==> src/rtl/oag_pkg.sv <==
// Package: constants and enumerations for the operand address generator
package oag_pkg;
  // Addressing modes selected by the decoder
  typedef enum logic [3:0] {
    OAG_MODE_NONE     = 4'h0,
    OAG_MODE_IMPLIED  = 4'h1,
    OAG_MODE_REG      = 4'h2,
    OAG_MODE_DIRECT   = 4'h3,
    OAG_MODE_SHORT    = 4'h4,
    OAG_MODE_SFR      = 4'h5,
    OAG_MODE_REG_IND  = 4'h6,
    OAG_MODE_BASED    = 4'h7,
    OAG_MODE_BASED_IX = 4'h8,
    OAG_MODE_STACK    = 4'h9
  } oag_mode_t;

  // Implied-operand instruction classes
  typedef enum logic [2:0] {
    OAG_IMP_NONE = 3'h0,
    OAG_IMP_MUL  = 3'h1,
    OAG_IMP_DIV  = 3'h2,
    OAG_IMP_ADJ  = 3'h3,
    OAG_IMP_ROT  = 3'h4
  } oag_imp_t;

  // Stack operation kinds
  typedef enum logic [2:0] {
    OAG_STK_PUSH = 3'h0,
    OAG_STK_POP  = 3'h1,
    OAG_STK_CALL = 3'h2,
    OAG_STK_RET  = 3'h3,
    OAG_STK_INTR = 3'h4
  } oag_stk_t;

  // Register codes within a bank
  localparam logic [2:0] OAG_R_X = 3'h0;
  localparam logic [2:0] OAG_R_A = 3'h1;
  localparam logic [2:0] OAG_R_C = 3'h2;
  localparam logic [2:0] OAG_R_B = 3'h3;
  localparam logic [2:0] OAG_R_L = 3'h6;
  localparam logic [1:0] OAG_RP_AX = 2'h0;
  localparam logic [1:0] OAG_RP_DE = 2'h2;
  localparam logic [1:0] OAG_RP_HL = 2'h3;

  // Address map constants
  localparam logic [6:0] OAG_SHORT_HI7 = 7'h7F;
  localparam logic [7:0] OAG_SHORT_SPLIT = 8'h20;
  localparam logic [7:0] OAG_SFR_HI = 8'hFF;
  localparam logic [7:0] OAG_SFR_GAP_LO = 8'hD0;
  localparam logic [7:0] OAG_SFR_GAP_HI = 8'hDF;
  localparam logic [15:0] OAG_HSRAM_LO = 16'hFE20;
  localparam logic [15:0] OAG_HSRAM_HI = 16'hFEFF;
  localparam logic [15:0] OAG_SFR_BASE = 16'hFF00;
  localparam logic [15:0] OAG_SHORT_TOP = 16'hFF1F;
  localparam logic [7:0] OAG_ZERO8 = 8'h00;
endpackage

==> src/rtl/oag_reg_index.sv <==
// Bank-relative register index builder
`timescale 1ns/1ps
module oag_reg_index (
  // Bank flags
  input wire logic i_bank_lo,
  input wire logic i_bank_hi,
  // Register code within the bank
  input wire logic [2:0] i_code,
  // Physical index 0..31
  output logic [4:0] o_index
);
  // Bank number forms the top two bits of the physical index
  assign o_index = {i_bank_hi, i_bank_lo, i_code};
endmodule

==> src/rtl/oag_add16.sv <==
// Zero-extending 16-bit adder that drops the carry
`timescale 1ns/1ps
module oag_add16 (
  // Base and byte offset
  input wire logic [15:0] i_base,
  input wire logic [7:0] i_ofs,
  // Wrapped sum
  output logic [15:0] o_sum
);
  // Carry out of bit 15 is deliberately lost so the address wraps
  assign o_sum = i_base + {8'h00, i_ofs};
endmodule

==> src/rtl/oag_top.sv <==
// Operand effective-address generator for the 8-bit core
`timescale 1ns/1ps
module oag_top
  import oag_pkg::*;
(
  // Clock and reset
  input wire logic i_clk,
  input wire logic i_nrst,
  // Decoder request
  input wire logic i_valid,
  input wire oag_pkg::oag_mode_t i_mode,
  input wire oag_pkg::oag_imp_t i_imp,
  input wire oag_pkg::oag_stk_t i_stk,
  input wire logic i_word,
  input wire logic [2:0] i_reg_code,
  input wire logic i_index_c,
  input wire logic [7:0] i_imm8,
  input wire logic [15:0] i_imm16,
  // Bank select flags from the status word
  input wire logic i_bank_select_lo,
  input wire logic i_bank_select_hi,
  // Current bank register values
  input wire logic [7:0] i_reg_b,
  input wire logic [7:0] i_reg_c,
  input wire logic [15:0] i_pair_de,
  input wire logic [15:0] i_pair_hl,
  input wire logic [15:0] i_sp,
  // Register file operand selects
  output logic o_reg_valid,
  output logic [4:0] o_reg_src,
  output logic [4:0] o_reg_dst,
  output logic o_reg_dst_word,
  // Memory address
  output logic o_mem_valid,
  output logic [15:0] o_mem_addr,
  output logic o_mem_hsram,
  output logic o_mem_sfr,
  output logic o_mem_stack,
  // Misaligned or out-of-region access flag
  output logic o_addr_fault
);
  import oag_pkg::*;

  logic [2:0] next_src_code;
  logic [2:0] next_dst_code;
  logic next_dst_word;
  logic next_reg_valid;
  logic [4:0] src_index;
  logic [4:0] dst_index;
  logic [15:0] based_sum;
  logic [15:0] index_sum;
  logic [7:0] index_byte;
  logic [15:0] short_addr;
  logic [15:0] sfr_addr;
  logic [15:0] next_addr;
  logic next_mem_valid;
  logic next_fault;
  logic next_stack;

  // Bank-relative register selection for source and destination
  oag_reg_index u_src (
    .i_bank_lo(i_bank_select_lo),
    .i_bank_hi(i_bank_select_hi),
    .i_code(next_src_code),
    .o_index(src_index)
  );
  oag_reg_index u_dst (
    .i_bank_lo(i_bank_select_lo),
    .i_bank_hi(i_bank_select_hi),
    .i_code(next_dst_code),
    .o_index(dst_index)
  );

  // Based and based indexed sums each use their own instance of the wrapping adder
  assign index_byte = i_index_c ? i_reg_c : i_reg_b;
  oag_add16 u_based (
    .i_base(i_pair_hl),
    .i_ofs(i_imm8),
    .o_sum(based_sum)
  );
  oag_add16 u_index (
    .i_base(i_pair_hl),
    .i_ofs(index_byte),
    .o_sum(index_sum)
  );

  // Short direct: bit 8 inverted from the byte range, top seven bits ones
  assign short_addr = {OAG_SHORT_HI7, (i_imm8 < OAG_SHORT_SPLIT),
                       i_imm8};
  // SFR space: fixed upper byte
  assign sfr_addr = {OAG_SFR_HI, i_imm8};

  // Register operand selection, implied cases force the accumulator
  always_comb begin
    next_src_code = i_reg_code;
    next_dst_code = i_reg_code;
    next_dst_word = i_word;
    next_reg_valid = 1'b0;
    if (i_valid) begin
      unique case (i_mode)
        OAG_MODE_IMPLIED: begin
          next_reg_valid = 1'b1;
          unique case (i_imp)
            OAG_IMP_MUL: begin
              next_src_code = OAG_R_A;
              next_dst_code = {OAG_RP_AX, 1'b0};
              next_dst_word = 1'b1;
            end
            OAG_IMP_DIV: begin
              next_src_code = {OAG_RP_AX, 1'b0};
              next_dst_code = {OAG_RP_AX, 1'b0};
              next_dst_word = 1'b1;
            end
            OAG_IMP_ADJ: begin
              next_src_code = OAG_R_A;
              next_dst_code = OAG_R_A;
              next_dst_word = 1'b0;
            end
            OAG_IMP_ROT: begin
              next_src_code = OAG_R_A;
              next_dst_code = OAG_R_A;
              next_dst_word = 1'b0;
            end
            default: next_reg_valid = 1'b0;
          endcase
        end
        OAG_MODE_REG: begin
          next_reg_valid = 1'b1;
          // Pair number sits in the upper two code bits, low bit zero
          if (i_word) begin
            next_src_code = {i_reg_code[2:1], 1'b0};
            next_dst_code = {i_reg_code[2:1], 1'b0};
          end
        end
        default: next_reg_valid = 1'b0;
      endcase
    end
  end

  // Memory effective address per mode
  always_comb begin
    next_addr = OAG_SFR_BASE;
    next_mem_valid = 1'b0;
    next_fault = 1'b0;
    next_stack = 1'b0;
    if (i_valid) begin
      unique case (i_mode)
        OAG_MODE_DIRECT: begin
          next_addr = i_imm16;
          next_mem_valid = 1'b1;
        end
        OAG_MODE_SHORT: begin
          next_addr = short_addr;
          next_mem_valid = 1'b1;
          next_fault = i_word & i_imm8[0];
        end
        OAG_MODE_SFR: begin
          next_addr = sfr_addr;
          next_mem_valid = 1'b1;
          // Gap between the two SFR ranges raises the fault flag here
          next_fault = (i_imm8 >= OAG_SFR_GAP_LO &&
                        i_imm8 <= OAG_SFR_GAP_HI) |
                       (i_word & i_imm8[0]);
        end
        OAG_MODE_REG_IND: begin
          // Code bit 0 picks HL, otherwise DE
          next_addr = i_reg_code[0] ? i_pair_hl : i_pair_de;
          next_mem_valid = 1'b1;
        end
        OAG_MODE_BASED: begin
          next_addr = based_sum;
          next_mem_valid = 1'b1;
        end
        OAG_MODE_BASED_IX: begin
          next_addr = index_sum;
          next_mem_valid = 1'b1;
        end
        OAG_MODE_STACK: begin
          // Push, call and interrupt save address the top below SP;
          // pop and return read at SP itself
          unique case (i_stk)
            OAG_STK_POP, OAG_STK_RET: next_addr = i_sp;
            default: next_addr = i_sp - 16'h0001;
          endcase
          next_mem_valid = 1'b1;
          next_stack = 1'b1;
          // Software owns the SP range; hardware only flags a stray one
          next_fault = (next_addr < OAG_HSRAM_LO) ||
                       (next_addr > OAG_HSRAM_HI);
        end
        default: next_mem_valid = 1'b0;
      endcase
    end
  end

  // Register-file outputs, registered to give the decoder one stage
  always_ff @(posedge i_clk) begin
    if (!i_nrst) begin
      o_reg_valid <= 1'b0;
      o_reg_src <= 5'h00;
      o_reg_dst <= 5'h00;
      o_reg_dst_word <= 1'b0;
    end else begin
      o_reg_valid <= next_reg_valid;
      o_reg_src <= src_index;
      o_reg_dst <= dst_index;
      o_reg_dst_word <= next_dst_word;
    end
  end

  // Memory address outputs
  always_ff @(posedge i_clk) begin
    if (!i_nrst) begin
      o_mem_valid <= 1'b0;
      o_mem_addr <= 16'h0000;
      o_mem_hsram <= 1'b0;
      o_mem_sfr <= 1'b0;
      o_mem_stack <= 1'b0;
      o_addr_fault <= 1'b0;
    end else begin
      o_mem_valid <= next_mem_valid;
      o_mem_addr <= next_addr;
      o_mem_hsram <= next_mem_valid && next_addr >= OAG_HSRAM_LO &&
                     next_addr <= OAG_HSRAM_HI;
      o_mem_sfr <= next_mem_valid && next_addr >= OAG_SFR_BASE;
      o_mem_stack <= next_stack;
      o_addr_fault <= next_fault;
    end
  end

  // Short direct result always lies in the fixed window
  AST_SHORT_WINDOW: assert property (
    @(posedge i_clk) disable iff (!i_nrst)
    (i_valid && i_mode == OAG_MODE_SHORT) |=>
    (o_mem_addr >= OAG_HSRAM_LO && o_mem_addr <= OAG_SHORT_TOP))
    else $error("short direct address outside window");

  AST_SHORT_BIT8: assert property (
    @(posedge i_clk) disable iff (!i_nrst)
    (i_valid && i_mode == OAG_MODE_SHORT) |=>
    (o_mem_addr[8] == ($past(i_imm8) < OAG_SHORT_SPLIT)))
    else $error("short direct bit 8 wrong");

  AST_SHORT_LOW: assert property (
    @(posedge i_clk) disable iff (!i_nrst)
    (i_valid && i_mode == OAG_MODE_SHORT) |=>
    (o_mem_addr[7:0] == $past(i_imm8) && o_mem_addr[15:9] == OAG_SHORT_HI7))
    else $error("short direct address bits wrong");

  AST_DIRECT: assert property (
    @(posedge i_clk) disable iff (!i_nrst)
    (i_valid && i_mode == OAG_MODE_DIRECT) |=>
    (o_mem_valid && o_mem_addr == $past(i_imm16)))
    else $error("direct address wrong");

  AST_SFR_HI: assert property (
    @(posedge i_clk) disable iff (!i_nrst)
    (i_valid && i_mode == OAG_MODE_SFR) |=>
    (o_mem_addr[15:8] == OAG_SFR_HI && o_mem_sfr))
    else $error("sfr upper byte wrong");

  AST_BASED: assert property (
    @(posedge i_clk) disable iff (!i_nrst)
    (i_valid && i_mode == OAG_MODE_BASED) |=>
    (o_mem_addr == 16'($past(i_pair_hl) + {OAG_ZERO8, $past(i_imm8)})))
    else $error("based address wrong");

  // Index byte comes from B or C of the bank, carry out is dropped
  AST_BASED_IX: assert property (
    @(posedge i_clk) disable iff (!i_nrst)
    (i_valid && i_mode == OAG_MODE_BASED_IX) |=>
    (o_mem_addr == 16'($past(i_pair_hl) +
                       {OAG_ZERO8, $past(i_index_c ? i_reg_c : i_reg_b)})))
    else $error("based indexed address wrong");

  AST_IND: assert property (
    @(posedge i_clk) disable iff (!i_nrst)
    (i_valid && i_mode == OAG_MODE_REG_IND) |=>
    (o_mem_addr == ($past(i_reg_code[0]) ? $past(i_pair_hl)
                                          : $past(i_pair_de))))
    else $error("indirect address wrong");

  // Every stack request reaches memory marked as a stack access
  AST_STACK: assert property (
    @(posedge i_clk) disable iff (!i_nrst)
    (i_valid && i_mode == OAG_MODE_STACK) |=>
    (o_mem_valid && o_mem_stack))
    else $error("stack access not flagged");

  // A stack address outside the RAM must raise the fault, and only then
  AST_STACK_RAM: assert property (
    @(posedge i_clk) disable iff (!i_nrst)
    (i_valid && i_mode == OAG_MODE_STACK) |=>
    (o_addr_fault == !o_mem_hsram))
    else $error("stack region flag wrong");

  AST_MUL_A: assert property (
    @(posedge i_clk) disable iff (!i_nrst)
    (i_valid && i_mode == OAG_MODE_IMPLIED && i_imp == OAG_IMP_MUL) |=>
    (o_reg_src[2:0] == OAG_R_A && o_reg_dst_word &&
     o_reg_src[4:3] == $past({i_bank_select_hi, i_bank_select_lo})))
    else $error("multiply implied operand wrong");

  AST_BANK: assert property (
    @(posedge i_clk) disable iff (!i_nrst)
    (i_valid && i_mode == OAG_MODE_REG && !i_word) |=>
    (o_reg_src == $past({i_bank_select_hi, i_bank_select_lo, i_reg_code})))
    else $error("bank register index wrong");
endmodule

==> config.mk <==
export PLATFORM = sky130hd
export DESIGN_NAME = oag_top
export DESIGN_NICKNAME = d
export VERILOG_FILES = /design/src/rtl/oag_pkg.sv /design/src/rtl/oag_reg_index.sv /design/src/rtl/oag_add16.sv /design/src/rtl/oag_top.sv
export SDC_FILE = /design/constraint.sdc
export NUM_CORES = 1
export LEC_CHECK = 0
export BUFFER_PORTS_ARGS = -buffer_cell sky130_fd_sc_hd__buf_2
export CAP_MARGIN = 20
export CORE_ASPECT_RATIO = 1.1
export CORE_UTILIZATION = 51
export DETAILED_ROUTE_END_ITERATION = 8
export MAX_ROUTING_LAYER = met4
export PLACE_DENSITY = 0.95
export SETUP_SLACK_MARGIN = 0.3
export SYNTH_ARGS = -nofsm -noshare
export SYNTH_HDL_FRONTEND = slang
export SYNTH_SLANG_ARGS = --single-unit
==> constraint.sdc <==
create_clock -name i_clk -period 5.9 [get_ports i_clk]
set_input_delay 0 -clock i_clk [delete_from_list [all_inputs] [get_ports i_clk]]
set_output_delay 0 -clock i_clk [all_outputs]
set_load 0.01 [all_outputs]
; After elaboration in Yosys (flattened, before gate mapping)
; Index checks and enable logic that the tools add are counted.
; Widths: inputs -> output; s select.
[op_classes]
n_addsub = 3
order_cmp = 8
eq_ne = 15
n_mux = 23
bitwise_logic = 2
n_reduce_logical = 12
[op_table]
columns = operator, count
row1 = $pmux 16 s7, 1
row2 = $mux 16, 5
row3 = $add 16x8->16, 2
row4 = $ge 16x16->1 const B, 2
row5 = $pmux 3 s2, 4
row6 = $eq 4x3->1 const B, 4
row7 = $gt 16x16->1 const B, 1
row8 = $le 16x16->1 const B, 1
row9 = $lt 16x16->1 const B, 1
row10 = $sub 16x1->16 const B, 1
row11 = $eq 3x2->1 const B, 3
row12 = $eq 4x2->1 const B, 2
row13 = $eq 4x4->1 const B, 2
row14 = $ge 8x8->1 const B, 1
row15 = $le 8x8->1 const B, 1
row16 = $lt 8x6->1 const B, 1
row17 = $mux 8, 1
row18 = $mux 1, 7
row19 = $reduce_or 7->1, 1
row20 = $eq 3x1->1 const B, 2
row21 = $mux 3, 2
row22 = $reduce_or 2->1, 3
row23 = $eq 4x1->1 const B, 1
row24 = $logic_and 1x1->1, 4
row25 = other kinds (9), 10
[word_totals]
register_bits = 33
inputBits = 108
out_inout_bits = 33
word_cells = 73

; Longest topological paths before layout
; Gate-level depths: netlist of the first run.
[logic_depth]
depth_word = 10
ltp_mapped = 13
ltp_nobuf = 13

; By module
; Synthesis of the first run repeated with hierarchy kept, for this count alone.
[unflattened]
hier_cells = 465
hier_area_um2 = 3709.8
[by_module_without_submodules]
columns = module, instances, cells_each, area_per_inst_um2, seq_area_each_um2
row1 = oag_top, 1, 329, 2607.5, 660.6
row2 = oag_add16 at u_index, 1, 64, 536.8, 0.0
row3 = oag_add16 at u_based, 1, 62, 490.5, 0.0
row4 = oag_reg_index, 2, 5, 37.5, 0.0

; Worst setup path before layout of the first run
; OpenSTA, ideal clock, no wires.
[synth_timing]
path_type = input to register
startpoint = input i_mode[0]
endpoint = register o_mem_hsram
setup_time_ns = 0.090
t_arrival_ns = 2.963
t_required_ns = 5.810
slack_ns = 2.847
cell_stages = 11
path_buffers = 1
path_cell_list = nor4b_2 clkbuf_1 a21oi_1 ha_1 a21oi_1 a2111oi_0 o2111ai_1 xor2_1 o221ai_1 and4_1 nor4bb_2
[synth_via]
elab_chain_cells = 6
elab_cells_between_ends = 16
classes_between = order compare (2) / eq/ne (7) / mux (4) / reduce/logical (3)
[synth_lines]
columns = element, line
row1 = from (decl), oag_top.sv:11  ; input wire oag_pkg::oag_mode_t i_mode,
row2 = "$eq 4x4->1, or another cell as far along", oag_top.sv:147  ; unique case (i_mode)
row3 = $pmux 16 s7 / $reduce_or 7->1 (equally long branches), --
row4 = $mux 16 / $mux 1 (equally long branches), "oag_top.sv:146, oag_top.sv:147"
row5 = $ge 16x16->1 / $mux 1 (equally long branches), "oag_top.sv:223, oag_top.sv:146"
row6 = $logic_and 1x1->1, oag_top.sv:223  ; o_mem_hsram <= next_mem_valid && next_addr >= OAG_HSRAM_LO &&
row7 = $logic_and 1x1->1 (*), oag_top.sv:223
row8 = to (signal assigned), oag_top.sv:223
row9 = to (decl), oag_top.sv:36  ; output logic o_mem_hsram,
; Every way passes the cells marked *; elsewhere a longest branch is shown, timed or not.
; A chain may end at the register's enable or synchronous reset.

; Worst setup path after layout of the first run
; Same ends and word-level chain as after synthesis.

==> metrics.md, run 1 <==
| Metric | Value |
|---|---|
| DIE WIDTH | 73.5 um |
| Rel. slew slack | between 15 and 20% |
| Grt total ovfl | 0 |
| PnR worst setup slack | 2.78 ns |
| Cell mode on critical path | a21oi_1 |
| Routed length per placed instance | approximately 16 um |
| Most used DFF post-synth | dfxtp_1 |
| Crit path max-delay cell type | a21oi_1 |
| H-Tree Depth | 2 |
| Net Count, Synth | approximately 490 |
| Hold-fix buffers, CTS | 5 |
| Synth Area per Inst | 7.78 sq um |
| Synthesized cell area | 2870 sq um |
| Initial Util | a little over half |
| Setup TNS | 0 ns |
| Pwr/cell area | 172 nW/um^2 |
| Cell Rows | 28 |
| Gpl congestion | approximately 0.91 |
| Unrepaired setup endpoints after global routing | no |
| Final nets | just over 600 |
| DP Worst Slack | between 2 and 2.5 ns |
| Area growth syn-to-layout | 31.7% |
| IO Count | ~140 |
| #FFs+latches synth | 31 |
| Clock root cell | clkbuf_8 |
| TritonCTS clock tree | yes |
| Detail Route Antenna Nets | 0 |
| Static Leak | ~1.7 nW |
| Max incr delay on CP | about 0.48 ns |
| Diode count | 0 |
| Dpl cells | roughly 570 |
| Post-synth ARST share | 0% |
| Initial antenna violation count | 0 |
| Xor-xnor portion of the synthesized cell area | roughly 7.6% |
| Filler cells | around 480 |
| Vias | roughly 3400 |
| Worst hold path class | primary input to flip-flop |
| Post-Syn Instances | ~370 |
| Cts repair resizes | 0 |
| Post-synthesis compound-gate area fraction | between 20% and 30% |
| CP Buf/Inv Count | 2 |
| Main combinational cell family by area after synthesis | simple AND/OR/NAND/NOR gates |
| Area of the multi-input gates | 2130 sq um |
| Post-Synth Adder-Cell Area | under 10% |
| Run status | finished clean |
| CTS Buffer Depth | 2 |
| Worst Path Class, Setup | primary input to flip-flop |
| Core ar. | approximately 5400 sq um |
| Clock sink total | 31 |
| Share of cells above drive strength 1 | around 33% |
| Pin count of the biggest net entering global routing | 19 |
| Die Area | 5930 sq um |
| Total GRT Usage | around 33% |
| Detailed Place HPWL | a little over 7 mm |
| Wirelength, routed | roughly 9.4 mm |
| Worst EP arrival | 3.28 ns |
| Actual slew at the worst max-slew pin | 1.20 ns |
| CP Cell Sequence | buf_2 -> nor4b_2 -> buf_4 -> nor2_1 -> a21oi_1 -> ha_1 -> a21oi_1 -> o311ai_0 -> o2111ai_1 -> xor2_1 -> o221ai_1 -> and4_1 -> nor4bb_2 |
| # DRC | 0 |
| Mux cell area share after synthesis | under 10% |
| Clock Pin Slew Worst Setup and Hold Paths | 0.08 ns |
| Post-Layout Cell Count | 579 |
| Final Hold Vio Count | 0 |
| Period minus WS final | 3.12 ns |
| Slew Limit Fails | 0 |
| Cts bufs inserted | 5 |
| First-pass GRT wire length | approximately 15 mm |
| Final setup violation count | 0 |
| Number of synthesized flops with an enable pin | 0 |
| Critical Path Start Type | primary input |
| Vias in the first global route | about 3000 |
| Post-Synth Simple-Gate Area | roughly 27% |
| Die Y | 80.7 um |
| CP Capture Type | flip-flop |
| PortBufs | around 140 |
| Reg area | 621 sq um |
| Fmax | between 300 and 400 MHz |
| Largest delay share family, worst path | compound AO/OA/AOI/OAI gates |
| Via-to-Cell Ratio | around 6 |
| Required time of the critical path | a little over 6 ns |
| Initial drt markers | 374 |
| Yosys warning total | 0 |
| Cell variety after synth | 59 |
| Max_cap viols | 0 |
| Sequential share of the synthesized area | 21.6% |
| Crit-path max FO | 18 |
| Initial DRT Pass Iterations | 8 |
| Post-CTS Setup Inserts | 0 |
| Peak supply drop | between 0.1 and 0.15 mV |
| Final period utilization | between 50% and 60% |
-- synthesized netlist by cell type (all sizes together), types with 3 or more instances --
| master | instances | share of area (%) |
|---|---|---|
| a2111o | 3 | 1.2 |
| a21o | 3 | 0.78 |
| a21oi | 29 | 5.1 |
| a221oi | 10 | 3.1 |
| a31oi | 4 | 0.87 |
| and2 | 14 | 3.1 |
| and3 | 7 | 1.5 |
| buf | 4 | 0.83 |
| clkbuf | 17 | 2.2 |
| dfxtp | 31 | 22 |
| ha | 11 | 4.8 |
| inv | 10 | 1.3 |
| mux2 | 5 | 2.0 |
| mux2i | 20 | 7.0 |
| nand2 | 27 | 3.5 |
| nand2b | 7 | 1.5 |
| nand3 | 8 | 1.4 |
| nor2 | 35 | 4.6 |
| nor2b | 8 | 1.7 |
| nor3 | 8 | 1.4 |
| nor3b | 3 | 0.78 |
| nor4 | 3 | 0.65 |
| nor4b | 3 | 1.1 |
| nor4bb | 3 | 1.3 |
| o2111ai | 5 | 1.5 |
| o211ai | 6 | 1.6 |
| o21ai | 13 | 2.3 |
| o221ai | 7 | 2.1 |
| or3 | 5 | 1.3 |
| or4 | 3 | 0.92 |
| xnor2 | 12 | 3.7 |
| xor2 | 13 | 4.0 |
-- worst min-delay path, delay by kind of cell --
kind / cells / cell delay, ns
AO/OA/AOI/OAI: 2 / 0.19
buffers and inverters: 1 / 0.09
-- stage by stage --
stage | hold WS (ns) | power [W] | util [%] | area (sq um)
global placement | 0.209 | 0.000423 | 66.7 | 3600
floorplan | 0.127 | 0.000346 | - | 2870
global route | 0.0212 | 0.000682 | 70.1 | 3780
detailed placement | 0.211 | 0.000428 | 66.7 | 3600
finish | 0.0204 | 0.000651 | 70.1 | 3780
CTS | 0.0167 | 0.000647 | 69.9 | 3770
-- area by class of cell --
cell class	instances	share of cell area [%]
clock buffers	6	2.18
multi-input cells	307	56.4
inverters	10	0.993
clock inverters	2	0.927
flip-flops and latches	31	16.4
repair buffers	148	20.6
well taps	75	2.48
-- state kept, by name (all words and copies together) (netlist names) --
register / count
o_mem_stack: 1
o_addr_fault: 1
o_mem_sfr: 1
o_mem_valid: 1
o_reg_dst: 3
o_mem_addr: 16
o_reg_src: 5
o_reg_valid: 1
o_reg_dst_word: 1
o_mem_hsram: 1
-- final timing paths --
| kind | slack [ns] | start | endpoint | cells past startpoint |
|---|---|---|---|---|
| hold / removal | 0.02 | i_imm16[3] | o_mem_addr[3] | 3 |
| setup / recovery | 2.78 | i_mode[0] | o_mem_hsram | 13 |
-- cell families after synthesis --
family	Yosys count
AND/OR/NAND/NOR	144
AO/OA/AOI/OAI	101
buffers and inverters	31
flip-flops	31
XOR/XNOR	25
multiplexers	25
adder cells (fa/ha/maj)	12
-- power by group --
group	total [W]	switching [W]	internal, W
logic	0.000211	0.000117	0.0000942
clock network	0.000220	0.0000830	0.000137
registers	0.000221	0.00000203	0.000219
-- per-layer routing --
layer | wire (um) | part of all wire, % | vias up | track usage [%]
met4 | 159 | 1.7 | 0 | 8.85
li1 | - | - | 1647 | -
met1 | 3730 | 40 | 1565 | 38.7
met2 | 4650 | 49 | 199 | 56.0
met3 | 878 | 9.3 | 18 | 6.27
met5 | 0 | 0 | - | -
-- cell usage in the layout (no fill, tap or decap), types with 11 or more instances in the layout --
| master | Yosys | final |
|---|---|---|
| nand2_1 | 27 | 27 |
| and2_1 | 14 | 14 |
| a21oi_1 | 29 | 29 |
| ha_1 | 11 | 11 |
| dfxtp_1 | 31 | 31 |
| o21ai_0 | 13 | 13 |
| nor2_1 | 35 | 35 |
| mux2i_1 | 20 | 20 |
| xnor2_1 | 12 | 12 |
| xor2_1 | 13 | 13 |
| buf_2 | 1 | 139 |
(Power assumes the default switching activity.)
==> run 2: changes to the inputs <==
CORE_UTILIZATION = 43   (was 51)
PLACE_DENSITY = 0.88   (was 0.95)
clock period = 2.8 ns   (was 5.9 ns; I/O delays follow)
==> metrics.md, run 2 (synthesized netlist as in run 1, its figures left out) <==
| Metric | Value |
|---|---|
| Most frequent cells in the layout | buf_2, nor2_1, dfxtp_1 (unchanged) |
| Worst hold path class | primary input to flip-flop (unchanged) |
| Grt total ovfl | 0 (unchanged) |
| PnR worst setup slack | 0.311 ns (was 2.78 ns) |
| Final Hold Vio Count | 0 (unchanged) |
| DIE WIDTH | 79.9 um (was 73.5 um) |
| H-Tree Depth | 2 (unchanged) |
| TritonCTS clock tree | yes (unchanged) |
| Max_cap viols | 0 (unchanged) |
| Worst EP arrival | 2.69 ns (was 3.28 ns) |
| Largest reg by FF count | o_mem_addr (unchanged) |
| Routed length per placed instance | 16.8 um (was 16.3 um) |
| Detail Route Antenna Nets | 0 (unchanged) |
| Static Leak | 1.91 nW (was 1.74 nW) |
| Clock root cell | clkbuf_8 (unchanged) |
| Total GRT Usage | 29.6% (was 32.7%) |
| Crit-path max FO | 5 (was 18) |
| PortBufs | 139 (unchanged) |
| Cell Rows | 30 (was 28) |
| Clock sink total | 31 (unchanged) |
| DP Worst Slack | -0.100 ns (was 2.41 ns) |
| Largest registers | o_mem_addr: 16 flops, o_reg_src: 5 flops, o_reg_dst: 3 flops (unchanged) |
| Pwr/cell area | 350 nW/um^2 (was 172 nW/um^2) |
| Final period utilization | approximately 89% |
| Clock Pin Slew Worst Setup and Hold Paths | 0.08 ns (about the same) |
| Die Y | 87.7 um (was 80.7 um) |
| IO Count | 141 (unchanged) |
| Diode count | 0 (unchanged) |
| Final setup violation count | 0 (unchanged) |
| Worst Path Class, Setup | primary input to flip-flop (unchanged) |
| Initial antenna violation count | 0 (unchanged) |
| Detailed Place HPWL | 7.64 mm (was 7.24 mm) |
| Required time of the critical path | 3.00 ns (was 6.06 ns) |
| Initial Util | 45.5% (was 53.2%) |
| Initial drt markers | 265 (was 374) |
| Cts bufs inserted | 5 (unchanged) |
| Die Area | 7010 sq um (was 5930 sq um) |
| Area growth syn-to-layout | 48.5% (was 31.7%) |
| Actual slew at the worst max-slew pin | 0.526 ns (was 1.20 ns) |
| Vias in the first global route | 3347 (was 3089) |
| Rel. slew slack | 64.9% (was 19.7%) |
| Final nets | 650 (was 623) |
| Fmax | roughly 400 MHz |
| Pin count of the biggest net entering global routing | 19 (unchanged) |
| Max reg flops | 16 (unchanged) |
| # DRC | 0 (unchanged) |
| CP Capture Type | flip-flop (unchanged) |
| Slew Limit Fails | 0 (unchanged) |
| Run status | finished clean (unchanged) |
| WHS | 0.00481 ns (was 0.0204 ns) |
| Initial DRT Pass Iterations | 5 (was 8) |
| CTS Buffer Depth | 2 (unchanged) |
| Period minus WS final | roughly 2.5 ns |
| Vias | 3568 (was 3429) |
| Wirelength, routed | 10.3 mm (was 9.42 mm) |
| Final Core Density | 67.6% (was 70.1%) |
| Via-to-Cell Ratio | 5.84 (was 5.92) |
| Gpl congestion | 0.920 (was 0.905) |
| Core ar. | 6310 sq um (was 5400 sq um) |
| Critical Path Start Type | primary input (unchanged) |
| Unrepaired setup endpoints after global routing | yes (was no) |
| First-pass GRT wire length | 15.7 mm (was 14.5 mm) |
| Peak supply drop | 0.303 mV (was 0.104 mV) |
| Commonest non-fill, non-tap cell in the layout | buf_2 (unchanged) |
| Share of cells above drive strength 1 | 41.2% (was 32.5%) |
-- run 2: cell types whose count changed in the layout (fill, tap and decap cells not counted), moves of 3 or more --
cell     delta
a21oi_2     +4
ha_1        -3
a21oi_4     +4
a21oi_1     -8
buf_6       +6
buf_4      +20
-- run 2: path summary, 6_finish.rpt --
kind              startpoint            end  slack [ns]  cells past startpoint
hold / removal     i_imm8[3]  o_mem_addr[3]       0.005                      3
setup / recovery   i_mode[3]    o_mem_hsram        0.31                     16
-- run 2: cell type report --
class / instances / area, sq um
Multi-Input combinational cell: 307 / 2360
Sequential cell: 31 / 621
Clock buffer: 6 / 82.6
Clock inverter: 2 / 35.0
Inverter: 10 / 37.5
Fill cell: 525 / 2040
Timing Repair Buffer: 175 / 1020
Tap cell: 80 / 100
-- run 2: layer usage --
metal | GRT usage, % | share of wire [%]
met5 | - | 0
met2 | 52.1 | 49
met1 | 34.1 | 41
met3 | 3.44 | 6.7
met4 | 12.0 | 3.3
-- run 2: metrics by stage --
stage | cells | area [sq um] | total power, W | TNS [ns]
after floorplan | 369 | 2950 | 0.000749 | 0
after CTS | 606 | 4080 | 0.00145 | 0
after global routing | 611 | 4260 | 0.00157 | 0
after global placement | 586 | 3800 | 0.000940 | -0.0323
after detailed placement | 586 | 3800 | 0.000949 | -0.133
final | 611 | 4260 | 0.00149 | 0
-- run 2: where the power goes --
group | internal (W) | switching, W | total, W
combinational | 0.000262 | 0.000292 | 0.000554
clock | 0.000288 | 0.000183 | 0.000471
sequential | 0.000462 | 0.00000471 | 0.000466
total | 0.00101 | 0.000480 | 0.00149
-- run 2: critical path, stage by stage --
cell and delay (ns):
buf_2 0.11, nor4b_4 0.12, buf_6 0.13, buf_6 0.11, buf_4 0.12, a21oi_1 0.13
ha_2 0.20, inv_1 0.06, fa_2 0.35, nand2b_4 0.17, a21oi_4 0.16, o21bai_4 0.09
a2111o_1 0.36, o211ai_1 0.13, nand4_1 0.17, nor4bb_2 0.26
-- run 2: timing repair --
| action | in CTS | in global routing |
|---|---|---|
| endpoints found under the hold margin | 8 | 0 |
| pin swaps | 12 | 15 |
| setup endpoints to repair | 2 | 3 |
| hold buffers | 6 | 0 |
| setup buffers | 6 | 4 |
| resized for setup | 13 | 29 |
==> run 3: changes to the inputs <==
CORE_UTILIZATION = 46   (was 43)
SYNTH_HIERARCHICAL = 1   (was not set)
==> metrics.md, run 3 <==
| Metric | Value |
|---|---|
| Crit-path max FO | 8 (was 5) |
| Pin count of the biggest net entering global routing | 29 (was 19) |
| Area growth syn-to-layout | 33.3% (was 48.5%) |
| Unrepaired setup endpoints after global routing | yes (unchanged) |
| Rel. slew slack | 56.5% (was 64.9%) |
| First-pass GRT wire length | 18.7 mm (was 15.7 mm) |
| CTS Buffer Depth | 2 (unchanged) |
| Critical Path Start Type | primary input (unchanged) |
| Post-synth ARST share | 0% (unchanged) |
| Commonest non-fill, non-tap cell in the layout | buf_2 (unchanged) |
| Sequential share of the synthesized area | 17.8% (was 21.6%) |
| Clock sink total | 33 (was 31) |
| Max_cap viols | 0 (unchanged) |
| Number of synthesized flops with an enable pin | 0 (unchanged) |
| Post-Layout Cell Count | 722 (was 611) |
| Most common cell in the netlist | nand2_1 (was nor2_1) |
| Total GRT Usage | 29.4% (was 29.6%) |
| H-Tree Depth | 2 (unchanged) |
| Share of cells above drive strength 1 | 39.9% (was 41.2%) |
| Run status | finished clean (unchanged) |
| Yosys warning total | 6 (was 0) |
| Vias in the first global route | 3927 (was 3347) |
| Die Area | 8430 sq um (was 7010 sq um) |
| Gpl congestion | 0.923 (was 0.920) |
| Wirelength, routed | 12.4 mm (was 10.3 mm) |
| Most frequent cells after synthesis | nand2_1, dfxtp_1, nand3_1, nor2_1, xnor2_1 (was nor2_1, dfxtp_1, a21oi_1, nand2_1, mux2i_1) |
| Actual slew at the worst max-slew pin | 0.647 ns (was 0.526 ns) |
| Required time of the critical path | 2.96 ns (was 3.00 ns) |
| IO Count | 141 (unchanged) |
| Final setup violation count | 0 (unchanged) |
| PortBufs | 139 (unchanged) |
| Final Hold Vio Count | 0 (unchanged) |
| Worst Path Class, Setup | primary input to flip-flop (unchanged) |
| Pwr/cell area | 319 nW/um^2 (was 350 nW/um^2) |
| Most frequent cells in the layout | buf_2, nand2_1, buf_4 (was buf_2, nor2_1, dfxtp_1) |
| Initial antenna violation count | 0 (unchanged) |
| Dpl cells | 704 (was 586) |
| Synth area leader | dfxtp_1 (unchanged) |
| Placed Instance Area | 4610 sq um (was 3800 sq um) |
| Power Total | 0.00158 W (was 0.00149 W) |
| Final nets | 743 (was 650) |
| Initial DRT Pass Iterations | 5 (unchanged) |
| Post-layout instance area | 4940 sq um (was 4260 sq um) |
| Diode count | 0 (unchanged) |
| Worst EP arrival | 2.85 ns (was 2.69 ns) |
| WHS | 0.0469 ns (was 0.00481 ns) |
| Cell mode on critical path | buf_4 (was buf_6) |
| Routed length per placed instance | 17.2 um (was 16.8 um) |
| TritonCTS clock tree | yes (unchanged) |
| CP Cell Sequence | buf_12 -> mux2_4 -> ha_4 -> a21o_1 -> nand4_1 -> buf_4 -> buf_4 -> a21boi_2 -> mux2i_1 -> o2111ai_1 -> nor2_1 -> a31oi_1 -> a221o_1 -> o31ai_1 -> nor4_1 (was buf_2 -> nor4b_4 -> buf_6 -> buf_6 -> buf_4 -> a21oi_1 -> ha_2 -> inv_1 -> fa_2 -> nand2b_4 -> a21oi_4 -> o21bai_4 -> a2111o_1 -> o211ai_1 -> nand4_1 -> nor4bb_2) |
| Cell variety after synth | 76 (was 59) |
| Filler cells | 667 (was 525) |
| Crit path max-delay cell type | a221o_1 (was a2111o_1) |
| CP Capture Type | flip-flop (unchanged) |
| Initial Util | 48.6% (was 45.5%) |
| Synthesized cell area | 3710 sq um (was 2870 sq um) |
| Die Y | 96.2 um (was 87.7 um) |
| Detailed Place HPWL | 9.87 mm (was 7.64 mm) |
| Slew Limit Fails | 0 (unchanged) |
| Clock Pin Slew Worst Setup and Hold Paths | 0.06 ns (was 0.08 ns) |
| Setup TNS | 0 ns (unchanged) |
| Largest reg by FF count | o_mem_addr (unchanged) |
| Initial drt markers | 277 (was 265) |
| Most used DFF post-synth | dfxtp_1 (unchanged) |
| Period minus WS final | 2.70 ns (was 2.49 ns) |
| Static Leak | 2.15 nW (was 1.91 nW) |
| Cell Rows | 33 (was 30) |
| Final period utilization | 96.3% (was 88.9%) |
| #FFs+latches synth | 33 (was 31) |
| Leading post-synthesis cells by cell area | dfxtp_1, ha_1, xnor2_1 (was dfxtp_1, mux2i_1, a21oi_1) |
| Grt total ovfl | 0 (unchanged) |
| Post-Syn Instances | 465 (was 369) |
| Clock root cell | clkbuf_8 (unchanged) |
| Synth Area per Inst | 7.98 sq um (was 7.78 sq um) |
| Vias | 4190 (was 3568) |
| Cts bufs inserted | 5 (unchanged) |
| Core ar. | 7640 sq um (was 6310 sq um) |
| Max reg flops | 16 (unchanged) |
| Net Count, Synth | 592 (was 489) |
| Max incr delay on CP | 0.39 ns (was 0.36 ns) |
| Reg area | 661 sq um (was 621 sq um) |
| DIE WIDTH | 87.6 um (was 79.9 um) |
| Largest registers | o_mem_addr: 16 flops, o_reg_dst: 5 flops, o_reg_src: 5 flops (was o_mem_addr: 16 flops, o_reg_src: 5 flops, o_reg_dst: 3 flops) |
| Area of the multi-input gates | 3020 sq um (was 2360 sq um) |
| Peak supply drop | 0.176 mV (was 0.303 mV) |
| # DRC | 0 (unchanged) |
| Fmax | 371 MHz (was 402 MHz) |
| Worst hold path class | primary input to flip-flop (unchanged) |
| Detail Route Antenna Nets | 0 (unchanged) |
| Area share of the largest cell type after synthesis | 17.8% (was 21.6%) |
| Via-to-Cell Ratio | 5.80 (was 5.84) |
[run 3: through the flow]
stage / utilization [%] / setup slack, ns
floorplan: - / 0.103
global placement: 60.3 / -0.174
detailed placement: 60.3 / -0.230
CTS: 62.9 / 0.160
global route: 64.7 / -0.0117
finish: 64.7 / 0.105
[run 3: timing repair]
action	CTS	global route
hold buffers	2	0
pin swaps	10	10
hold endpoints to repair	4	0
endpoints found under the setup margin	6	4
resized for setup	13	16
buffers inserted	3	5
[run 3: worst max-delay path, delay by kind of cell]
kind / cells / cell delay, ns
mux: 2 / 0.54
buf+inv: 3 / 0.44
simple gates: 3 / 0.38
fa+ha+maj: 1 / 0.26
compound gates: 6 / 1.23
[run 3: path summary, 6_finish.rpt]
| check | start | end | slack (ns) | cells past startpoint |
|---|---|---|---|---|
| worst min-delay path | i_imm16[1] | o_mem_addr[1] | 0.05 | 3 |
| worst max-delay path | i_index_c | o_mem_hsram | 0.10 | 15 |
[run 3: per-layer routing]
metal / GRT usage [%] / vias up / part of all wire, %
li1: - / 2048 / -
met5: - / - / 0
met1: 33.8 / 1923 / 42
met4: 13.1 / 0 / 4.2
met3: 2.57 / 38 / 4.7
met2: 52.0 / 181 / 49
[run 3: area by class of cell]
cell class	instances	share of cell area, %
multi-input cells	388	61.1
repair buffers	179	20.5
flip-flops and latches	33	13.4
well taps	105	2.66
clock buffers	6	1.47
inverters	9	0.683
clock inverters	2	0.202
[run 3: cell families (layout without fill, tap and decap cells)]
family	after synthesis	after routing	synth area share (%)
simple gates	185	185	28.8
compound gates	122	122	24.3
buf+inv	44	196	6.21
flops	33	33	17.8
xor+xnor	32	32	7.55
mux	30	30	8.53
fa+ha+maj	19	19	6.81
[run 3: power by group]
part           internal, W  total (W)  switching, W
Combinational     0.000353   0.000746      0.000393
Clock             0.000172   0.000332      0.000161
Sequential        0.000492   0.000497    0.00000485
Total              0.00102    0.00158      0.000558
